### src/hw/nvsc_pkg.sv
// Constants for the host-side controller of a byte-wide non-volatile SRAM.
// Assumes a 125 MHz system clock and a device wired straight to the pins.
// Notes on behaviour
// RULE1 - Full 19-bit byte address selects one byte
// RULE2 - One shared 8-bit bidirectional data bus
// RULE3 - Chip select low for every access
// RULE4 - Write strobe stores byte at latched address
// RULE5 - Device drives data only while output enable low
// RULE6 - Output enable high releases data bus
// RULE7 - Busy line low during save or power-up
// RULE8 - Host pulling busy line low requests save
// RULE9 - Busy line rests high through weak pull-up
// RULE10 - Power loss triggers automatic save
// RULE11 - Power-up restores array automatically
// RULE12 - Host may start save and restore itself; this host starts only a save, through save_req
// RULE13 - Host waits while busy line is low
package nvsc_pkg;
  localparam int ADDR_W = 19;
  localparam int DATA_W = 8;
  // Access timing: one access cycle of 45 ns, the slowest grade
  localparam int CLK_PERIOD_NS = 8;
  localparam int ACCESS_NS = 45;
  localparam int ACCESS_CYC = (ACCESS_NS + CLK_PERIOD_NS - 1) / CLK_PERIOD_NS;
  // Least low time of the store request pulse on the busy line
  localparam int REQ_PULSE_NS = 100;
  localparam int REQ_PULSE_CYC = (REQ_PULSE_NS + CLK_PERIOD_NS - 1) / CLK_PERIOD_NS;
  // Wait after the request before the device is trusted to show busy
  localparam int BUSY_SETTLE_CYC = 4;
  localparam int CNT_W = 8;
  typedef enum logic [2:0] {
    NVSC_IDLE = 3'b000,
    NVSC_SETUP = 3'b001,
    NVSC_STROBE = 3'b011,
    NVSC_HOLD = 3'b010,
    NVSC_REQ = 3'b110,
    NVSC_SETTLE = 3'b111,
    NVSC_WAIT = 3'b101
  } nvsc_state_t;
endpackage

### src/hw/nvsc_sync3.sv
// Three-stage synchroniser with agreement filter for one pin input.
// Assumes the pin is asynchronous to clk_sys.
`timescale 1ns/1ps
module nvsc_sync3 #(
  parameter logic RST_VAL = 1'b1
) (
  input wire logic clk_sys,
  input wire logic rst,
  input wire logic pin,
  output logic level
);
  logic s1;
  logic s2;
  logic s3;
  logic next_level;

  always_comb
  begin
    next_level = level;
    // Change counts only once the second and third stages agree
    if (s2 == s3)
    begin
      next_level = s3;
    end
  end

  always_ff @(posedge clk_sys)
  begin
    if (rst)
    begin
      s1 <= RST_VAL;
      s2 <= RST_VAL;
      s3 <= RST_VAL;
      level <= RST_VAL;
    end
    else
    begin
      s1 <= pin;
      s2 <= s1;
      s3 <= s2;
      level <= next_level;
    end
  end
endmodule // nvsc_sync3

### src/hw/nvsc_host.sv
// Host controller that drives a byte-wide non-volatile SRAM through its pins.
// Assumes the user holds a request until it sees req_ready; one access at a time.
`timescale 1ns/1ps
module nvsc_host #(
  parameter int ACCESS_CYC = nvsc_pkg::ACCESS_CYC,
  parameter int REQ_PULSE_CYC = nvsc_pkg::REQ_PULSE_CYC
) (
  input wire logic clk_sys,
  input wire logic rst,
  input wire logic req_valid,
  input wire logic req_write,
  input wire logic [nvsc_pkg::ADDR_W-1:0] req_addr,
  input wire logic [nvsc_pkg::DATA_W-1:0] req_wdata,
  input wire logic save_req,
  output logic req_ready,
  output logic done,
  output logic [nvsc_pkg::DATA_W-1:0] rdata,
  output logic dev_busy,
  output logic [nvsc_pkg::ADDR_W-1:0] byte_loc_bus,
  output logic chip_sel_n,
  output logic write_n,
  output logic out_en_n,
  input wire logic [nvsc_pkg::DATA_W-1:0] byte_lanes_in,
  output logic [nvsc_pkg::DATA_W-1:0] byte_lanes_out,
  output logic byte_lanes_oe,
  input wire logic nv_save_busy_n_in,
  output logic nv_save_busy_n_out,
  output logic nv_save_busy_n_oe
);
  // =====================================================
  // Pin inputs
  logic busy_n_sync;
  logic [nvsc_pkg::DATA_W-1:0] lanes_sync;

  // Starts as busy: a restore may already run when reset ends, so the
  // pin is trusted as idle only once the stages have seen it high
  nvsc_sync3 #(.RST_VAL(1'b0)) u_busy_sync ( // RULE9 RULE11
    .clk_sys(clk_sys),
    .rst(rst),
    .pin(nv_save_busy_n_in),
    .level(busy_n_sync)
  );

  // Data is sampled only at the end of a long access, so the bus is stable
  genvar gi;
  generate
    for (gi = 0; gi < nvsc_pkg::DATA_W; gi++)
    begin : g_lane
      nvsc_sync3 #(.RST_VAL(1'b0)) u_lane_sync (
        .clk_sys(clk_sys),
        .rst(rst),
        .pin(byte_lanes_in[gi]),
        .level(lanes_sync[gi])
      );
    end
  endgenerate

  // =====================================================
  // Access sequencer
  nvsc_pkg::nvsc_state_t state;
  nvsc_pkg::nvsc_state_t next_state;
  logic [nvsc_pkg::CNT_W-1:0] cnt;
  logic [nvsc_pkg::CNT_W-1:0] next_cnt;
  logic is_write;
  logic next_is_write;
  logic next_req_ready;
  logic next_done;
  logic [nvsc_pkg::DATA_W-1:0] next_rdata;
  logic [nvsc_pkg::ADDR_W-1:0] next_addr;
  logic next_cs_n;
  logic next_we_n;
  logic next_oe_n;
  logic [nvsc_pkg::DATA_W-1:0] next_lanes_out;
  logic next_lanes_oe;
  logic next_busy_oe;
  logic next_dev_busy;

  // Latch-off count: wait for the access time and the pin lag
  localparam logic [nvsc_pkg::CNT_W-1:0] ACC_LAST = nvsc_pkg::CNT_W'(ACCESS_CYC + 3);
  localparam logic [nvsc_pkg::CNT_W-1:0] REQ_LAST = nvsc_pkg::CNT_W'(REQ_PULSE_CYC - 1);
  localparam logic [nvsc_pkg::CNT_W-1:0] SET_LAST = nvsc_pkg::CNT_W'(nvsc_pkg::BUSY_SETTLE_CYC - 1);

  always_comb
  begin
    next_state = state;
    next_cnt = cnt;
    next_is_write = is_write;
    next_req_ready = 1'b0;
    next_done = 1'b0;
    next_rdata = rdata;
    next_addr = byte_loc_bus;
    next_cs_n = chip_sel_n;
    next_we_n = write_n;
    next_oe_n = out_en_n;
    next_lanes_out = byte_lanes_out;
    next_lanes_oe = byte_lanes_oe;
    next_busy_oe = nv_save_busy_n_oe;
    next_dev_busy = !busy_n_sync; // RULE7
    case (state)
      nvsc_pkg::NVSC_IDLE:
      begin
        next_cnt = '0;
        // Busy device blocks everything; covers power-up restore too
        if (busy_n_sync) // RULE13 RULE11 RULE7
        begin
          if (save_req) // RULE12 RULE8
          begin
            next_busy_oe = 1'b1;
            next_req_ready = 1'b1;
            next_state = nvsc_pkg::NVSC_REQ;
          end
          else if (req_valid)
          begin
            next_req_ready = 1'b1;
            next_is_write = req_write;
            next_addr = req_addr; // RULE1
            next_lanes_out = req_wdata;
            next_cs_n = 1'b0; // RULE3
            next_state = nvsc_pkg::NVSC_SETUP;
          end
        end
      end
      nvsc_pkg::NVSC_SETUP:
      begin
        // Address is latched by the device at the select edge, then strobes
        if (is_write)
        begin
          next_we_n = 1'b0; // RULE4
          next_lanes_oe = 1'b1; // RULE2
        end
        else
        begin
          next_oe_n = 1'b0; // RULE5
        end
        next_state = nvsc_pkg::NVSC_STROBE;
      end
      nvsc_pkg::NVSC_STROBE:
      begin
        next_cnt = cnt + 1'b1;
        if (cnt == ACC_LAST)
        begin
          if (!is_write)
          begin
            next_rdata = lanes_sync;
          end
          next_we_n = 1'b1;
          next_oe_n = 1'b1; // RULE6
          next_state = nvsc_pkg::NVSC_HOLD;
        end
      end
      nvsc_pkg::NVSC_HOLD:
      begin
        // Data held one cycle past the write strobe rising edge
        next_cs_n = 1'b1;
        next_lanes_oe = 1'b0;
        next_done = 1'b1;
        next_state = nvsc_pkg::NVSC_IDLE;
      end
      nvsc_pkg::NVSC_REQ:
      begin
        next_cnt = cnt + 1'b1;
        if (cnt == REQ_LAST)
        begin
          next_busy_oe = 1'b0;
          next_cnt = '0;
          next_state = nvsc_pkg::NVSC_SETTLE;
        end
      end
      nvsc_pkg::NVSC_SETTLE:
      begin
        next_cnt = cnt + 1'b1;
        if (cnt == SET_LAST)
        begin
          next_state = nvsc_pkg::NVSC_WAIT;
        end
      end
      nvsc_pkg::NVSC_WAIT:
      begin
        // Save is timed by the device; wait for busy release
        if (busy_n_sync) // RULE13 RULE10
        begin
          next_done = 1'b1;
          next_state = nvsc_pkg::NVSC_IDLE;
        end
      end
      default:
      begin
        next_state = nvsc_pkg::NVSC_IDLE;
      end
    endcase
  end

  always_ff @(posedge clk_sys)
  begin
    if (rst)
    begin
      state <= nvsc_pkg::NVSC_IDLE;
      cnt <= '0;
      is_write <= 1'b0;
      req_ready <= 1'b0;
      done <= 1'b0;
      rdata <= '0;
      byte_loc_bus <= '0;
      chip_sel_n <= 1'b1;
      write_n <= 1'b1;
      out_en_n <= 1'b1;
      byte_lanes_out <= '0;
      byte_lanes_oe <= 1'b0;
      nv_save_busy_n_oe <= 1'b0;
      dev_busy <= 1'b0;
    end
    else
    begin
      state <= next_state;
      cnt <= next_cnt;
      is_write <= next_is_write;
      req_ready <= next_req_ready;
      done <= next_done;
      rdata <= next_rdata;
      byte_loc_bus <= next_addr;
      chip_sel_n <= next_cs_n;
      write_n <= next_we_n;
      out_en_n <= next_oe_n;
      byte_lanes_out <= next_lanes_out;
      byte_lanes_oe <= next_lanes_oe;
      nv_save_busy_n_oe <= next_busy_oe;
      dev_busy <= next_dev_busy;
    end
  end

  // Open-drain request: only ever drives low
  assign nv_save_busy_n_out = 1'b0; // RULE8

  // =====================================================
  // Checks
  property p_oe_excl;
    @(posedge clk_sys) disable iff (rst)
    !(byte_lanes_oe && !out_en_n);
  endproperty
  a_oe_excl: assert property (p_oe_excl) else $error("host and device drive bus together"); // RULE2

  property p_cs_strobe;
    @(posedge clk_sys) disable iff (rst)
    (!write_n || !out_en_n) |-> !chip_sel_n;
  endproperty
  a_cs_strobe: assert property (p_cs_strobe) else $error("strobe without chip select"); // RULE3

  property p_addr_stable;
    @(posedge clk_sys) disable iff (rst)
    (!chip_sel_n && $past(!chip_sel_n)) |-> $stable(byte_loc_bus);
  endproperty
  a_addr_stable: assert property (p_addr_stable) else $error("address moved during access"); // RULE1

  property p_we_data;
    @(posedge clk_sys) disable iff (rst)
    !write_n |-> byte_lanes_oe && $stable(byte_lanes_out);
  endproperty
  a_we_data: assert property (p_we_data) else $error("write data not held under strobe"); // RULE4

  property p_oe_release;
    @(posedge clk_sys) disable iff (rst)
    $rose(out_en_n) |=> chip_sel_n && !byte_lanes_oe;
  endproperty
  a_oe_release: assert property (p_oe_release) else $error("bus not idle after read"); // RULE6

  property p_no_acc_busy;
    @(posedge clk_sys) disable iff (rst)
    $fell(chip_sel_n) |-> $past(busy_n_sync);
  endproperty
  a_no_acc_busy: assert property (p_no_acc_busy) else $error("access started while busy"); // RULE13

  property p_req_pulse;
    @(posedge clk_sys) disable iff (rst)
    $rose(nv_save_busy_n_oe) |-> nv_save_busy_n_oe [*8];
  endproperty
  a_req_pulse: assert property (p_req_pulse) else $error("save request pulse too short"); // RULE8

  property p_req_no_access;
    @(posedge clk_sys) disable iff (rst)
    nv_save_busy_n_oe |-> chip_sel_n;
  endproperty
  a_req_no_access: assert property (p_req_no_access) else $error("access during save request"); // RULE12

  property p_read_len;
    @(posedge clk_sys) disable iff (rst)
    $fell(out_en_n) |-> !out_en_n [*8];
  endproperty
  a_read_len: assert property (p_read_len) else $error("read strobe too short"); // RULE5
endmodule // nvsc_host

### config.mk
export PLATFORM = sky130hd
export DESIGN_NAME = nvsc_host
export DESIGN_NICKNAME = d
export VERILOG_FILES = /design/src/hw/nvsc_pkg.sv /design/src/hw/nvsc_sync3.sv /design/src/hw/nvsc_host.sv
export SDC_FILE = /design/constraint.sdc
export NUM_CORES = 1
export LEC_CHECK = 0
export BUFFER_PORTS_ARGS = -buffer_cell sky130_fd_sc_hd__buf_4
export CORE_ASPECT_RATIO = 1.25
export CORE_MARGIN = 2
export CORE_UTILIZATION = 56
export DETAILED_ROUTE_END_ITERATION = 7
export MAX_ROUTING_LAYER = met4
export PLACE_DENSITY = 0.84
export SETUP_SLACK_MARGIN = 0.05
export SYNTH_ARGS = -nofsm -noshare
export SYNTH_HDL_FRONTEND = slang
export SYNTH_SLANG_ARGS = --single-unit
### constraint.sdc
create_clock -name clk_sys -period 3.6 [get_ports clk_sys]
set_input_delay 0.18 -clock clk_sys [delete_from_list [all_inputs] [get_ports clk_sys]]
set_output_delay 0.18 -clock clk_sys [all_outputs]
set_load 0.005 [all_outputs]
=== Word level (Yosys, flattened, before mapping) ===
Index checks and enable logic that the tools add are counted.
Widths: inputs -> output; s select.

* Bitwise operators: 4
* Eq/ne operators: 29
* Multiplexer cells: 29
* Add/subtract/negate cells: 1
* Reductions and logical operators: 17

{| class="wikitable"
|+ Operator list
! cell !! number
|-
| $pmux 8 s3 || 1
|-
| $mux 3 || 7
|-
| $pmux 3 s6 || 1
|-
| $eq 8x4->1 const B || 2
|-
| $ne 2x2->1 const B || 8
|-
| $mux 1 || 13
|-
| $pmux 1 s2 || 6
|-
| $reduce_and 4->1 || 3
|-
| $eq 1x1->1 || 9
|-
| $eq 3x3->1 const B || 3
|-
| $reduce_and 3->1 || 3
|-
| $add 8x1->8 const B || 1
|-
| $eq 8x2->1 const B || 1
|-
| $mux 8 || 1
|-
| $reduce_bool 2->1 || 4
|-
| $eq 3x2->1 const B || 2
|-
| $reduce_and 6->1 || 1
|-
| $ne 2x1->1 const B || 2
|-
| $not 1->1 || 4
|-
| $eq 3x1->1 const B || 1
|-
| $logic_not 3->1 || 1
|-
| $ne 3x3->1 const B || 1
|-
| $reduce_bool 3->1 || 1
|-
| $reduce_or 3->1 || 1
|-
| 3 further kinds || 3
|}

* Bits of input ports: 41
* Register bits after elaboration: 91

=== Depth between registers and ports, before layout ===
* Word-level depth: 4
* Mapped depth: 7

=== Hierarchy ===
From an unflattened synthesis, not the netlist that was laid out.

* Cell total of the unflattened synthesis: 362
* Area, all modules: 3261.9 um2

{| class="wikitable"
|+ By module, submodules not included
! module !! area each (um2) !! cells each !! sequential area each (um2) !! times used
|-
| nvsc_host || 2248.4 || 272 || 1101.1 || 1
|-
| nvsc_sync3 || 112.6 || 10 || 80.1 || 9
|}

=== Worst setup path before layout ===
OpenSTA, ideal clock, no wires.

* Kind: register to register
* Start: register cnt[7] in the netlist's numbering
* End: register rdata[0] in the netlist's numbering
* Arrival time: 1.709 ns
* Buffers on the path: 0
* Library setup time: 0.128 ns
* Required time: 3.472 ns
* Slack: 1.764 ns
* Cell stages (with the launch flop): 5
* Path through: dfxtp_1 -> or4_4 -> nor4_4 -> mux2i_1 -> nor2_1

* Word-level cells in the longest chain between the ends: 2

{| class="wikitable"
|+ RTL lines
! item !! RTL line !! source
|-
| start, declared || nvsc_host.sv:62 || <nowiki>logic [nvsc_pkg::CNT_W-1:0] cnt;</nowiki>
|-
| start signal, assigned || nvsc_host.sv:215 || <nowiki>cnt <= next_cnt;</nowiki>
|-
| $eq 8x4->1 || nvsc_host.sv:140 || <nowiki>if (cnt == ACC_LAST)</nowiki>
|-
| $reduce_and 3->1 (no line) || n/a ||
|-
| end signal, assigned || nvsc_host.sv:219 || <nowiki>rdata <= next_rdata;</nowiki>
|-
| end, declared || nvsc_host.sv:17 || <nowiki>output logic [nvsc_pkg::DATA_W-1:0] rdata,</nowiki>
|}

No other way between the ends.
A chain may end at the register's enable or synchronous reset.

=== Worst setup path in the final report ===
* Start: register state[2]
* End: register byte_loc_bus[8] in the netlist's numbering

* Word-level cells in the longest chain between the ends: 2

{| class="wikitable"
|+ RTL lines
! item !! RTL line !! source
|-
| start, declared || nvsc_host.sv:60 || <nowiki>nvsc_pkg::nvsc_state_t state;</nowiki>
|-
| start signal, assigned || nvsc_host.sv:197 || <nowiki>state <= nvsc_pkg::NVSC_IDLE;</nowiki>
|-
| start signal, assigned || nvsc_host.sv:214 || <nowiki>state <= next_state;</nowiki>
|-
| $logic_not 3->1 || nvsc_host.sv:99 || <nowiki>case (state)</nowiki>
|-
| $reduce_and 4->1 (no line) || n/a ||
|-
| end signal, assigned || nvsc_host.sv:220 || <nowiki>byte_loc_bus <= next_addr;</nowiki>
|-
| end, declared || nvsc_host.sv:19 || <nowiki>output logic [nvsc_pkg::ADDR_W-1:0] byte_loc_bus,</nowiki>
|}

No other way between the ends.

==> flow_metrics.env <==
export IMPL_status="complete, no violations"
export IMPL_final_common_cell="dfxtp_1"
export IMPL_grt_pass1_wl_um=11200
export IMPL_start_kind="flop"
export IMPL_grt_pass1_vias=2511
export IMPL_netlist_area_um2=3310
export IMPL_syn2layout_area_growth_pct=24.7
export IMPL_gr_total_overflow=0
export IMPL_vias=2667
export IMPL_dieHeight_um=89.9
export IMPL_post_route_period_util_pct=65.6
export IMPL_rsz0062_at_grt="no"
export IMPL_ys_warn_count=0
export IMPL_hpwl_um=4750
export IMPL_fmax_mhz=423
export IMPL_routed_wl_um=6830
export IMPL_critPathCaptureType="flop"
export IMPL_ys_seq_area_share_pct=55.1
export IMPL_finalSetupViolCount=0
export IMPL_crit_arrival_ns=2.64
export IMPL_start_util_pct=57.6
export IMPL_final_core_util_pct=71.9
export IMPL_clk_latency_ns=0.35
export IMPL_maxSlewViolCount=0
export IMPL_grt_use_met1_pct=25.9
export IMPL_cts_buffer_depth=2
export IMPL_p_leak_uw=0.00164
export IMPL_post_cts_resize_count=0
export IMPL_die_w_um=72.7
export IMPL_cts_root_buf="clkbuf_8"
export IMPL_numCtsBuffers=9
export IMPL_synth_seq_cells=91
export IMPL_tns_ns=0
export IMPL_nNetsFinal=482
export IMPL_synth_area_per_cell_um2=9.08
export IMPL_relSlewSlack_pct=36.9
export IMPL_use_met2_pct=35.6
export IMPL_synth_area_leaders="dfxtp_1 (55%), nand2_1 (8.2%), a21oi_1 (6.4%)"
export IMPL_synth_cells=364
export IMPL_cp_max_fo=28
export IMPL_grt_max_degree=82
export IMPL_rows=31
export IMPL_grt_util_all_layers_pct=22.0
export IMPL_syn_num_nets=408
export IMPL_via_per_inst=5.24
export IMPL_diodes=0
export IMPL_clk_pin_slew_ns=0.09
export IMPL_synth_edf_count=0
export IMPL_hold_viol=0
export IMPL_pin_count=85
export IMPL_first_iter_violations=190
export IMPL_critPathKind="reg -> reg"
export IMPL_drc=0
export IMPL_htreeDepth=3
export IMPL_final_antenna_net_count=0
export IMPL_busiest_layer="met2"
export IMPL_cap_violations=0
export IMPL_yosysTopAreaCellShare_pct=55.1
export IMPL_cts_hold_buffers=0
export IMPL_async_flop_share_pct=0
export IMPL_gp_congestion=0.829
export IMPL_cp_data_required_time_ns=3.88
export IMPL_portBuffers=83
export IMPL_core_um2=5740
export IMPL_synth_top_cell_by_area="dfxtp_1"
export IMPL_hold_path_class="in -> reg"
export IMPL_synth_main_ff_cell="dfxtp_1"
export IMPL_final_cell_mix="dfxtp_1 (91), buf_4 (85), nand2_1 (72), a21oi_1 (42), nor2b_1 (28)"
export IMPL_cts_tree="done"
export IMPL_peakVddDrop_v=0.000327
export IMPL_period_needed_ns=2.36
export IMPL_antenna_found_initial=0
export IMPL_powerDensity_nw_per_um2=479
export IMPL_ys_types=47
export IMPL_avgRoutedWirePerCell_um=13.4
export IMPL_grt_util_met3_pct=4.37
export IMPL_die_area_um2=6540
export IMPL_clock_sinks=91
export IMPL_post_cts_repair_setup_buffers=0
export IMPL_drt_first_pass_iters=4
export IMPL_drive_gt1_share_pct=24.2
export IMPL_skew_ns=0.00845
export IMPL_worstMarginPinSlew_ns=0.946
==> critical path, stage by stage (launching register included) <==
cell and delay (ns):
dfxtp_1 0.50, nor4b_1 0.63, and3b_1 0.88, nand2_1 0.13, a21oi_1 0.15
==> layout make-up <==
| type | count | area, um2 |
|---|---|---|
| multi-input combinational | 247 | 1380 |
| clock inverter | 5 | 36.3 |
| clock buffer | 11 | 151 |
| tap | 66 | 82.6 |
| sequential | 91 | 1820 |
| inverter | 4 | 15.0 |
| timing repair buffer | 85 | 638 |
| fill | 457 | 1620 |
==> final timing paths <==
path | to | start | slack [ns] | cells after the start
setup / recovery | byte_loc_bus[8] | state[2] | 1.24 | 4
hold / removal | g_lane[7].u_lane_sync.s1 | byte_lanes_in[7] | 0.04 | 2
setup reg to reg | byte_loc_bus[8] | state[2] | 1.24 | 4
hold reg to reg | g_lane[7].u_lane_sync.s2 | g_lane[7].u_lane_sync.s1 | 0.44 | 1
==> stage by stage <==
step	power (uW)	setup slack (ns)	hold WS [ns]	area, um2	instances
5_1_grt	2060	0.913	0.0348	4130	509
4_1_cts	1990	1.22	0.0230	4130	509
3_5_place_dp	1350	1.24	0.395	3940	493
6_report	1980	1.24	0.0359	4130	509
2_1_floorplan	1270	1.76	0.308	3310	364
3_3_place_gp	1340	1.37	0.389	3940	493
==> cell usage after synthesis (2+ instances only) <==
cell and instances:
ha_1 3, mux2i_1 9, clkbuf_1 17, and2_1 3, nor2b_1 28, o211ai_1 5, xnor2_1 3, o21ai_0 13
xor2_1 6, nor2_1 23, nand2_1 72, a21oi_1 42, dfxtp_1 91, nand3_1 2, buf_2 3, nand2b_1 3
a21o_1 2, o2111ai_1 2, nand3b_1 4, inv_1 4, nor3_1 3
==> where the power goes <==
group | switching, uW | total (uW) | internal [uW]
clock | 357 | 648 | 291
combinational | 123 | 236 | 114
sequential | 53.9 | 1090 | 1040
==> state kept, by name (all words and copies together), names as in the netlist, 3 cells and up <==
name / flops
g_lane.u_lane_sync.level: 8
rdata: 8
byte_lanes_out: 8
byte_loc_bus: 19
g_lane.u_lane_sync.s1: 8
cnt: 8
g_lane.u_lane_sync.s3: 8
state: 3
g_lane.u_lane_sync.s2: 8
==> layer usage <==
layer	vias to the layer above	share of wire, %
li1	1355	-
met1	1234	41
met2	62	52
met3	16	3.5
met4	0	3.3
met5	-	0
==> logic make-up after synthesis <==
kind of cell / count (synthesis) / synth area share [%]
AND/OR/NAND/NOR: 149 / 22.0
buffers and inverters: 26 / 3.18
multiplexers: 10 / 3.06
flip-flops: 91 / 55.1
other: 1 / 0.113
AO/OA/AOI/OAI: 75 / 13.1
XOR/XNOR: 9 / 2.38
adder cells (fa/ha/maj): 3 / 1.14
(Power assumes the default switching activity.)
